### config.mk
export PLATFORM = sky130hd
export DESIGN_NAME = t2c_timer
export DESIGN_NICKNAME = d
export VERILOG_FILES = /design/src/rtl/t2c_pkg.sv /design/src/rtl/t2c_edge_sync.sv /design/src/rtl/t2c_timer.sv
export SDC_FILE = /design/constraint.sdc
export NUM_CORES = 1
export LEC_CHECK = 0
export ABC_CLOCK_PERIOD_IN_PS = 5600
export BUFFER_PORTS_ARGS = -buffer_cell sky130_fd_sc_hd__buf_2
export CAP_MARGIN = 40
export CORE_AREA = 2 2 104 106
export DETAILED_ROUTE_END_ITERATION = 8
export DIE_AREA = 0 0 106 108
export MAX_ROUTING_LAYER = met4
export SLEW_MARGIN = 10
export SYNTH_ARGS = -nofsm -noshare
export SYNTH_HDL_FRONTEND = slang
export SYNTH_HIERARCHICAL = 1
export SYNTH_SLANG_ARGS = --single-unit
### constraint.sdc
create_clock -name clk_sys -period 5.6 [get_ports clk_sys]
set_input_delay 0.28 -clock clk_sys [delete_from_list [all_inputs] [get_ports clk_sys]]
set_output_delay 0.28 -clock clk_sys [all_outputs]
set_load 0.02 [all_outputs]
### src/rtl/t2c_pkg.sv
// Package for the sixteen-bit timer/counter with capture, reload and baud modes.
// Assumes a byte-wide register port with eight-bit addresses.
package t2c_pkg;

    // ****************************************
    // Register offsets
    // ****************************************
    localparam logic [7:0] T2C_ADDR_CONTROL = 8'hc8;
    localparam logic [7:0] T2C_ADDR_MODE = 8'hc9;
    localparam logic [7:0] T2C_ADDR_RELOAD_LOW = 8'hca;
    localparam logic [7:0] T2C_ADDR_RELOAD_HIGH = 8'hcb;
    localparam logic [7:0] T2C_ADDR_COUNT_LOW = 8'hcc;
    localparam logic [7:0] T2C_ADDR_COUNT_HIGH = 8'hcd;

    // ****************************************
    // Field positions and reset values
    // ****************************************
    localparam int T2C_CTRL_OVF_BIT = 7;
    localparam int T2C_CTRL_EXT_BIT = 6;
    localparam int T2C_MODE_DOWN_COUNT_ENABLE_BIT = 0;
    localparam int T2C_MODE_OE_BIT = 1;
    localparam logic [7:0] T2C_CONTROL_RESET = 8'h00;
    localparam logic [1:0] T2C_MODE_RESET = 2'h0;
    localparam logic [15:0] T2C_RELOAD_RESET = 16'h0000;
    localparam logic [15:0] T2C_COUNT_RESET = 16'h0000;
    localparam logic [15:0] T2C_COUNT_TOP = 16'hffff;

    // ****************************************
    // Timing counts (clk_sys is the oscillator)
    // ****************************************
    localparam int T2C_TIMER_DIV = 12;
    localparam int T2C_BAUD_DIV = 2;
    localparam int T2C_BAUD_OVF_PER_BIT = 16;

    // Control register image, bit 7 down to bit 0
    typedef struct packed {
        logic overflow_flag;
        logic external_flag;
        logic rx_clock_select;
        logic tx_clock_select;
        logic ext_trigger_enable;
        logic run_control;
        logic count_source_select;
        logic capture_reload_select;
    } t2c_ctrl_t;

    // Register port request
    typedef struct packed {
        logic [7:0] addr;
        logic [7:0] wdata;
        logic wr;
        logic rd;
    } t2c_req_t;

endpackage : t2c_pkg

### src/rtl/t2c_edge_sync.sv
// Two-stage synchroniser with a falling-edge detector behind it.
// Assumes the pin may change at any time relative to clk_sys.
`timescale 1ns/1ps
module t2c_edge_sync
    import t2c_pkg::*;
(
    input wire logic clk_sys, // System clock
    input wire logic rst, // Synchronous reset, active high
    input wire logic pin_in, // Asynchronous pin level
    output logic level_o, // Synchronised level
    output logic fall_o // One-cycle pulse on a high-to-low change
);
    logic meta_r;
    logic sync_r;
    logic last_r;

    // First stage feeds only the second
    always_ff @(posedge clk_sys)
    begin
        if (rst)
        begin
            meta_r <= 1'b1;
            sync_r <= 1'b1;
            last_r <= 1'b1;
        end
        else
        begin
            meta_r <= pin_in;
            sync_r <= meta_r;
            last_r <= sync_r;
        end
    end

    assign level_o = sync_r;
    assign fall_o = last_r & ~sync_r;

endmodule : t2c_edge_sync

### src/rtl/t2c_timer.sv
// Sixteen-bit timer/counter: capture, auto-reload (up or down) and baud generation.
// Assumes a byte register port, clk_sys as oscillator, and a partner timer's overflow.
//
// Strobed register access was left to the implementer.
`timescale 1ns/1ps
module t2c_timer
    import t2c_pkg::*;
#(
    parameter int TIMER_DIV = T2C_TIMER_DIV, // Clocks per tick, timer mode
    parameter int BAUD_DIV = T2C_BAUD_DIV // Clocks per tick, baud mode
)
(
    input wire logic clk_sys, // System clock, 50 MHz
    input wire logic rst, // Synchronous reset, active high
    input wire logic [7:0] reg_addr, // Register address
    input wire logic [7:0] reg_wdata, // Register write data
    input wire logic reg_wr, // Write strobe
    input wire logic reg_rd, // Read strobe
    output logic [7:0] reg_rdata, // Read data, cycle after the strobe
    input wire logic trigger_input, // Capture/reload/direction pin
    input wire logic external_count_input, // Event count pin
    input wire logic timer_int_enable, // Interrupt enable from the controller
    input wire logic other_timer_ovf, // Partner timer overflow pulse
    output logic timer_irq, // Interrupt request level
    output logic rx_baud_clk, // Receiver baud clock pulse
    output logic tx_baud_clk // Transmitter baud clock pulse
);

    // ****************************************
    // Parameter checks
    // ****************************************
    if (TIMER_DIV < 1 || TIMER_DIV > 255 || BAUD_DIV < 1 || BAUD_DIV > 255)
    begin : g_bad_div
        $error("t2c_timer: divider out of range");
    end

    t2c_req_t req;
    t2c_ctrl_t ctrl_r;
    logic [1:0] mode_r;
    logic [15:0] reload_r;
    logic [15:0] count_r;
    logic [7:0] presc_r;
    logic [7:0] reg_rdata_r;
    logic trig_level;
    logic trig_fall;
    logic cnt_fall;

    assign req = '{addr: reg_addr, wdata: reg_wdata, wr: reg_wr, rd: reg_rd};

    // ****************************************
    // Pin synchronisers
    // ****************************************
    logic [1:0] pin_in;
    logic [1:0] pin_level;
    logic [1:0] pin_fall;
    assign pin_in = {external_count_input, trigger_input};

    for (genvar i = 0; i < 2; i++)
    begin : g_sync
        t2c_edge_sync u_sync (
            .clk_sys(clk_sys),
            .rst(rst),
            .pin_in(pin_in[i]),
            .level_o(pin_level[i]),
            .fall_o(pin_fall[i])
        );
    end

    assign trig_level = pin_level[0];
    assign trig_fall = pin_fall[0];
    assign cnt_fall = pin_fall[1];

    // ****************************************
    // Mode decode
    // ****************************************
    logic baud_mode;
    logic down_count_enable;
    logic down_count_enable_mode;
    logic count_up;
    logic ext_evt;
    logic capture_evt;
    logic ext_reload_evt;
    logic tick;
    logic presc_done;
    logic ovf_evt;
    logic udf_evt;

    assign baud_mode = ctrl_r.rx_clock_select | ctrl_r.tx_clock_select;
    assign down_count_enable = mode_r[T2C_MODE_DOWN_COUNT_ENABLE_BIT];
    // Trigger pin steers direction only in plain auto-reload with down count enabled
    assign down_count_enable_mode = down_count_enable & ~ctrl_r.capture_reload_select & ~baud_mode;
    assign count_up = ~down_count_enable_mode | trig_level;

    // Trigger events; in direction mode the pin is a level, not an event source
    assign ext_evt = ctrl_r.ext_trigger_enable & trig_fall & ~down_count_enable_mode;
    assign capture_evt = ext_evt & ctrl_r.capture_reload_select & ~baud_mode;
    assign ext_reload_evt = ext_evt & ~ctrl_r.capture_reload_select & ~baud_mode;

    // ****************************************
    // Prescaler and tick source
    // ****************************************
    logic [7:0] div_sel;
    assign div_sel = baud_mode ? 8'(BAUD_DIV - 1) : 8'(TIMER_DIV - 1);
    assign presc_done = (presc_r >= div_sel);

    always_ff @(posedge clk_sys)
    begin
        if (rst)
        begin
            presc_r <= 8'h00;
        end
        else if (!ctrl_r.run_control || presc_done)
        begin
            presc_r <= 8'h00;
        end
        else
        begin
            presc_r <= presc_r + 8'h01;
        end
    end

    assign tick = ctrl_r.run_control & (ctrl_r.count_source_select ? cnt_fall : presc_done);
    assign ovf_evt = tick & count_up & (count_r == T2C_COUNT_TOP);
    assign udf_evt = tick & ~count_up & (count_r == reload_r);

    // ****************************************
    // Counter
    // ****************************************
    logic wr_cnt_lo;
    logic wr_cnt_hi;
    assign wr_cnt_lo = req.wr && (req.addr == T2C_ADDR_COUNT_LOW);
    assign wr_cnt_hi = req.wr && (req.addr == T2C_ADDR_COUNT_HIGH);

    always_ff @(posedge clk_sys)
    begin
        if (rst)
        begin
            count_r <= T2C_COUNT_RESET;
        end
        else if (wr_cnt_lo)
        begin
            count_r <= {count_r[15:8], req.wdata};
        end
        else if (wr_cnt_hi)
        begin
            count_r <= {req.wdata, count_r[7:0]};
        end
        else if (ext_reload_evt)
        begin
            count_r <= reload_r;
        end
        else if (ovf_evt && (baud_mode || !ctrl_r.capture_reload_select))
        begin
            count_r <= reload_r;
        end
        else if (udf_evt)
        begin
            count_r <= T2C_COUNT_TOP;
        end
        else if (tick)
        begin
            count_r <= count_up ? count_r + 16'h0001 : count_r - 16'h0001;
        end
    end

    // ****************************************
    // Reload / capture registers
    // ****************************************
    always_ff @(posedge clk_sys)
    begin
        if (rst)
        begin
            reload_r <= T2C_RELOAD_RESET;
        end
        else if (capture_evt)
        begin
            // Capture beats a software write in the same cycle
            reload_r <= count_r;
        end
        else if (req.wr && req.addr == T2C_ADDR_RELOAD_LOW)
        begin
            reload_r <= {reload_r[15:8], req.wdata};
        end
        else if (req.wr && req.addr == T2C_ADDR_RELOAD_HIGH)
        begin
            reload_r <= {req.wdata, reload_r[7:0]};
        end
    end

    // ****************************************
    // Control and mode registers
    // ****************************************
    logic wr_ctrl;
    logic ovf_set;
    logic exf_set;
    logic exf_toggle;
    assign wr_ctrl = req.wr && (req.addr == T2C_ADDR_CONTROL);
    assign ovf_set = (ovf_evt | udf_evt) & ~baud_mode;
    assign exf_set = ext_evt;
    assign exf_toggle = down_count_enable_mode & (ovf_evt | udf_evt);

    always_ff @(posedge clk_sys)
    begin
        if (rst)
        begin
            ctrl_r <= t2c_ctrl_t'(T2C_CONTROL_RESET);
        end
        else if (wr_ctrl)
        begin
            ctrl_r <= t2c_ctrl_t'(req.wdata);
            // A hardware event in the clearing cycle wins
            if (ovf_set)
            begin
                ctrl_r.overflow_flag <= 1'b1;
            end
            if (exf_set)
            begin
                ctrl_r.external_flag <= 1'b1;
            end
            else if (exf_toggle)
            begin
                ctrl_r.external_flag <= ~req.wdata[T2C_CTRL_EXT_BIT];
            end
        end
        else
        begin
            if (ovf_set)
            begin
                ctrl_r.overflow_flag <= 1'b1;
            end
            if (exf_set)
            begin
                ctrl_r.external_flag <= 1'b1;
            end
            else if (exf_toggle)
            begin
                ctrl_r.external_flag <= ~ctrl_r.external_flag;
            end
        end
    end

    always_ff @(posedge clk_sys)
    begin
        if (rst)
        begin
            mode_r <= T2C_MODE_RESET;
        end
        else if (req.wr && req.addr == T2C_ADDR_MODE)
        begin
            mode_r <= req.wdata[1:0];
        end
    end

    // ****************************************
    // Read port
    // ****************************************
    always_ff @(posedge clk_sys)
    begin
        if (rst)
        begin
            reg_rdata_r <= 8'h00;
        end
        else if (req.rd)
        begin
            if (req.addr == T2C_ADDR_CONTROL)
            begin
                reg_rdata_r <= ctrl_r;
            end
            else if (req.addr == T2C_ADDR_MODE)
            begin
                reg_rdata_r <= {6'h00, mode_r};
            end
            else if (req.addr == T2C_ADDR_RELOAD_LOW)
            begin
                reg_rdata_r <= reload_r[7:0];
            end
            else if (req.addr == T2C_ADDR_RELOAD_HIGH)
            begin
                reg_rdata_r <= reload_r[15:8];
            end
            else if (req.addr == T2C_ADDR_COUNT_LOW)
            begin
                reg_rdata_r <= count_r[7:0];
            end
            else if (req.addr == T2C_ADDR_COUNT_HIGH)
            begin
                reg_rdata_r <= count_r[15:8];
            end
            else
            begin
                reg_rdata_r <= 8'h00;
            end
        end
        else
        begin
            reg_rdata_r <= 8'h00;
        end
    end

    assign reg_rdata = reg_rdata_r;

    // ****************************************
    // Interrupt and serial clocks
    // ****************************************
    assign timer_irq = timer_int_enable &
        (ctrl_r.overflow_flag | (ctrl_r.external_flag & ~down_count_enable));
    // Serial port divides these pulses by 16 to get its bit rate
    assign rx_baud_clk = ctrl_r.rx_clock_select ? ovf_evt : other_timer_ovf;
    assign tx_baud_clk = ctrl_r.tx_clock_select ? ovf_evt : other_timer_ovf;

    // ****************************************
    // Assertions
    // ****************************************
    // Spacing monitor: clocks since the last tick, and whether it was an internal one
    logic [7:0] tick_gap_r;
    logic int_tick_r;
    always_ff @(posedge clk_sys)
    begin
        if (rst || !ctrl_r.run_control)
        begin
            tick_gap_r <= 8'h00;
            int_tick_r <= 1'b0;
        end
        else if (tick)
        begin
            tick_gap_r <= 8'h00;
            int_tick_r <= !ctrl_r.count_source_select && !baud_mode;
        end
        else if (tick_gap_r != 8'hff)
        begin
            tick_gap_r <= tick_gap_r + 8'h01;
        end
    end
endmodule : t2c_timer

Word level (Yosys, flattened, before mapping)
Index checks and enable logic that the tools add are counted.

Order comparisons: 1. Add/sub/neg operators: 3. Bitwise gates (word level): 34. Muxes and demuxes: 27. Eq/ne operators: 10. Reductions and logical operators: 22.

Operators by type and width (count): $mux W16 (9); $mux W8 (7); $eq A8 B8 Y1 const B (6); $and A1 B1 Y1 (19); $add A16 B1 Y16 const B (1); $eq A16 B16 Y1 (1); $eq A16 B16 Y1 const B (1); $sub A16 B1 Y16 const B (1); $not A1 Y1 (11); $reduce_bool A5 Y1 (2); $mux W1 (9); $add A8 B1 Y8 const B (1); $ge A8 B4 Y1 (1); $logic_and A1 B1 Y1 (7); $reduce_and A2 Y1 (3); $reduce_bool A2 Y1 (3); $mux W4 (1); $ne A2 B2 Y1 const B (2); $or A1 B1 Y1 (4); $reduce_or A2 Y1 (2); $reduce_bool A3 Y1 (1); $logic_not A1 Y1 (2); $logic_or A1 B1 Y1 (2); $mux W2 (1).

Output and inout bits: 11. Flip-flop bits (word level): 64. Word-level logic and storage cells: 118.

Longest topological paths before layout
Word-level depth: 13. Gate-level depth with buffers: 12. Mapped depth without buffers: 11.

Modules after synthesis
Netlist, hierarchy kept.

Modules (own cells, without submodules): t2c_timer (instances 1, sequential area each 1161.1 sq um, area each 3891.2 sq um, cells an instance 470); t2c_edge_sync (instances 2, sequential area each 60.1 sq um, area each 85.1 sq um, cells an instance 7).

Worst setup path before layout
Ideal clock, no wire load.

Path type: register to register. Start: reg ctrl_r[0] (netlist bit). End: reg count_r[14]. Buffers on the path: 0. Cell stages (with the launch flop): 12. Library setup time: 0.131 ns. Arrival time: 3.196 ns. Slack: 2.273 ns. Cell sequence: dfxtp_1 > nor4b_1 > nand2b_1 > inv_1 > ha_1 > nor2b_1 > o31a_1 > o41a_1 > o21a_1 > or3_1 > a2111oi_0 > nor3_1.

Cells in the longest elaborated chain, start to end: 12.

RTL lines: start, declared (line t2c_timer.sv:38) `t2c_ctrl_t ctrl_r;`; start signal, assigned (line t2c_timer.sv:206) `ctrl_r <= t2c_ctrl_t'(T2C_CONTROL_RESET);`; start signal, assigned (line t2c_timer.sv:210) `ctrl_r <= t2c_ctrl_t'(req.wdata);`; $not A1 Y1 (line t2c_timer.sv:91, t2c_timer.sv:97); $and A1 B1 Y1 (2 in series) (line t2c_timer.sv:91) `assign down_count_enable_mode = down_count_enable & ~ctrl_r.capture_reload_select & ~baud_mode;`; $not A1 Y1 (line t2c_timer.sv:92, t2c_timer.sv:95); $or A1 B1 Y1 (line t2c_timer.sv:92) `assign count_up = ~down_count_enable_mode | trig_level;`; $not A1 Y1 (line t2c_timer.sv:124) `assign udf_evt = tick & ~count_up & (count_r == reload_r);`; $and A1 B1 Y1 (2 in series) (line t2c_timer.sv:124); $mux W16 (line t2c_timer.sv:156) `else if (udf_evt)`; $mux W16 (line t2c_timer.sv:152) `else if (ovf_evt && (baud_mode || !ctrl_r.capture_reload_select))`; $mux W16 (line t2c_timer.sv:148) `else if (ext_reload_evt)`; $mux W16 (line t2c_timer.sv:144) `else if (wr_cnt_hi)`; end signal, assigned (line t2c_timer.sv:146) `count_r <= {req.wdata, count_r[7:0]};`; end signal, assigned (line t2c_timer.sv:150) `count_r <= reload_r;`; end signal, assigned (line t2c_timer.sv:154) `count_r <= reload_r;`; end, declared (line t2c_timer.sv:41) `logic [15:0] count_r;`.

Several ways; a longest one is shown, not always the timed one. The select of a mux whose other input is x is not followed. A chain may end at the register's enable or synchronous reset.

Worst setup path after layout
Start: reg mode_r[0]. End: reg count_r[14].

Cells in the longest elaborated chain, start to end: 11.

RTL lines: start, declared (line t2c_timer.sv:39) `logic [1:0] mode_r;`; start signal, assigned (line t2c_timer.sv:250) `mode_r <= req.wdata[1:0];`; $and A1 B1 Y1 * (2 in series) (line t2c_timer.sv:91); $not A1 Y1 * (line t2c_timer.sv:92, t2c_timer.sv:95); $or A1 B1 Y1 (line t2c_timer.sv:92); $not A1 Y1 (line t2c_timer.sv:124); $and A1 B1 Y1 (2 in series) (line t2c_timer.sv:124); $mux W16 (line t2c_timer.sv:156); $mux W16 (line t2c_timer.sv:152); $mux W16 (line t2c_timer.sv:148); $mux W16 (line t2c_timer.sv:144).

Mark *: on every way between the ends. The rest lies on a longest branch, timed or not. The select of a mux whose other input is x is not followed.

==> out/qor.csv <==
metric;value;unit
Clock Path Buffers;2;
fin crit period;3.91;ns
later-pin clock latency in the skew report;0.34;ns
crit path kind;reg2reg;
Register-to-Register Path Depth;11;
die height;108;um
max-slew violation count;0;
main combinational cell family by area after synthesis;compound AO/OA/AOI/OAI gates;
xor and xnor fraction of the mapped netlist area;0.0647;
worst hold-check path type;in2reg;
MaxCap Viol Count;0;
number of fill cells;1002;
CTS root buf;clkbuf_8;
die width;106;um
first-pass GRT wire length;19900;um
max_slew headroom;0.417;
cts bufs inserted;9;
post-synth top area cell;dfxtp_1;
die footprint;0.0114;mm^2
cell chain of the critical path;nor4b_1, nand2b_1, inv_1, ha_1, nor2b_1, o31a_1, o41a_1, o21a_1, or3_1, a2111oi_0, nor3_1;
H-tree levels;3;
via count;3858;
Synth Area in Adders;0.0573;
Clock Sink Count;64;
gr usage total;0.233;
GR peak layer;met2;
final WL;12500;um
post_cts resized;0;
antenna viol nets, final;0;
HP Start;trigger_input;
vias in the first global route;3750;
antenna violations before repair;0;
WP data required;5.82;ns
syn avg cell area;8.39;um^2
post-synthesis mux area share;0.0955;
post-synthesis compound-gate area fraction;0.220;
EDFF count, synth;0;
WP data arrival;4.13;ns
Synth Area in Simple Gates;0.209;
LEAKAGE;1.83;nW
post-CTS setup buffer count;0;
top-level port count;35;
Fmax achieved;256;MHz
Worst R2R End;count_r[14];
worst reg2reg startpoint;mode_r[0];
Reg clk slew, reported paths;0.08;ns
Post-Synthesis Cell Area;0.00406;mm^2
Seq/Total Area, Yosys;0.315;
unrepaired setup endpoints after global routing;false;
Worst-Margin Slew;0.874;ns
diode count;0;
GR Layer Usage met2;0.365;
peak supply drop;133;uV
met3 Use GR;0.0386;
# setup viols final;0;
Layout Nets;553;
Area contributors post-synth;dfxtp_1, mux2i_1, nor2_1;
layout overhead on the synthesized area;12.4;%
area of the core;0.0102;mm^2
CP max stage delay;0.48;ns
Final Hold Fails;0;
YS warnings;6;
Tcrit/Tclk final;0.698;
Yosys top cell area share;0.315;
Yosys cell types;55;
Yosys reg bits;64;
CTS Hold Bufs;0;
hold depth;2;
most frequent cells in the layout;dfxtp_1, nor2_1, mux2i_1, buf_2, a21oi_1;
Final Wtd Congestion;0.899;
initial DRC count;222;
Pwr per Cell Area;211;mW/mm^2
Critical Path Sink Type;flop;
row cnt;37;
CP startpoint kind;flop;
most common cell after layout, fill and taps aside;dfxtp_1;
setup slack, reg-to-reg;1.69;ns
clk_skew;0.00813;ns
Avg WL per Cell;19.2;um
HPWL Detailed;9050;um
Mapped Cells;484;
register area;0.00128;mm^2
Port Buffers;34;
Worst Path Max Fanout;15;
largest net degree at the start of global routing;48;
outcome;completed;
Vias/cell;5.92;
worst hold slack;0.111;ns
area of the multi-input gates;0.00264;mm^2
Initial Util;0.397;
asr flop ratio synth;0;
Top FF cell, synth;dfxtp_1;
CTS tree;done;
Endpoint, Worst Hold;g_sync[0].u_sync/meta_r;
drt first pass iters;5;
M1 GR Usage;0.297;
global route total overflow;0;
Crit-path slowest cell;nor4b_1;
# DRC;0;
share of cells above drive strength 1;0.128;
post-route setup TNS;0;ns
==> area by class of cell <==
type	count	share of cell area
multi-input cells	387	0.578
flip-flops and latches	64	0.281
repair buffers	39	0.0466
well taps	136	0.0373
clock buffers	9	0.0271
clock inverters	7	0.0219
inverters	10	0.00822
==> flip-flops by register name, indices dropped and copies added (netlist names) <==
register and flops:
ctrl_r 8, reg_rdata 8, g_sync.u_sync/last_r 2, presc_r 8, g_sync.u_sync/level_o 2, g_sync.u_sync/meta_r 2
reload_r 16, mode_r 2, count_r 16
==> logic make-up after synthesis <==
group                      Yosys count
and+or+nand+nor                    170
AOI/OAI and AO/OA                  128
DFF                                 64
muxes                               38
buffers and inverters               35
xor gates and xnor gates            30
adders and majority gates           18
other                                1
==> critical path, delay by kind of cell (launching register included) <==
family | cells | cell delay, ns
AO/OA/AOI/OAI | 4 | 1.24
adder cells (fa/ha/maj) | 1 | 0.37
buffers and inverters | 1 | 0.47
flip-flops | 1 | 0.42
AND/OR/NAND/NOR | 5 | 1.29
==> stage by stage <==
step	util	area [um^2]	worst slack, ns	power (mW)	cells
6_report	0.446	4570	1.69	0.965	652
5_1_grt	0.446	4570	1.38	0.995	652
4_1_cts	0.446	4570	1.75	0.968	652
3_5_place_dp	0.424	4340	1.76	0.515	636
3_3_place_gp	0.423	4320	1.89	0.515	634
2_1_floorplan	-	4070	2.27	0.493	486
==> cell usage after synthesis, drive strengths merged, types with 10 or more instances <==
cell,n
clkbuf,17
xnor2,24
nand2,27
nor2,62
ha,17
a211oi,21
nor3,12
mux2i,35
nand3,18
dfxtp,64
inv,10
o221ai,12
o21ai,14
a21oi,30
==> report_power, final <==
| part | leakage [nW] | internal (mW) | switching [mW] | total (mW) |
|---|---|---|---|---|
| sequential | 0.518 | 0.458 | 0.00164 | 0.460 |
| clock | 0.115 | 0.255 | 0.204 | 0.459 |
| combinational | 1.20 | 0.0147 | 0.0309 | 0.0457 |
==> routing by layer <==
metal | wire (um) | vias to the layer above
met4 | 342 | 0
met3 | 656 | 25
met5 | 0 | -
li1 | - | 1848
met1 | 5590 | 1846
met2 | 5910 | 139
==> worst max path at each step <==
stage | start | endpoint | slack, ns | cells after the start
after detailed placement | mode_r[0] | count_r[14] | 1.76 | 11
after global placement | mode_r[0] | count_r[14] | 1.89 | 11
after CTS | mode_r[0] | count_r[14] | 1.75 | 11
final | mode_r[0] | count_r[14] | 1.69 | 11
after floorplan | ctrl_r[0] | count_r[14] | 2.27 | 11
after global routing | mode_r[0] | count_r[14] | 1.38 | 11
Power figures use the tool's default switching activity.
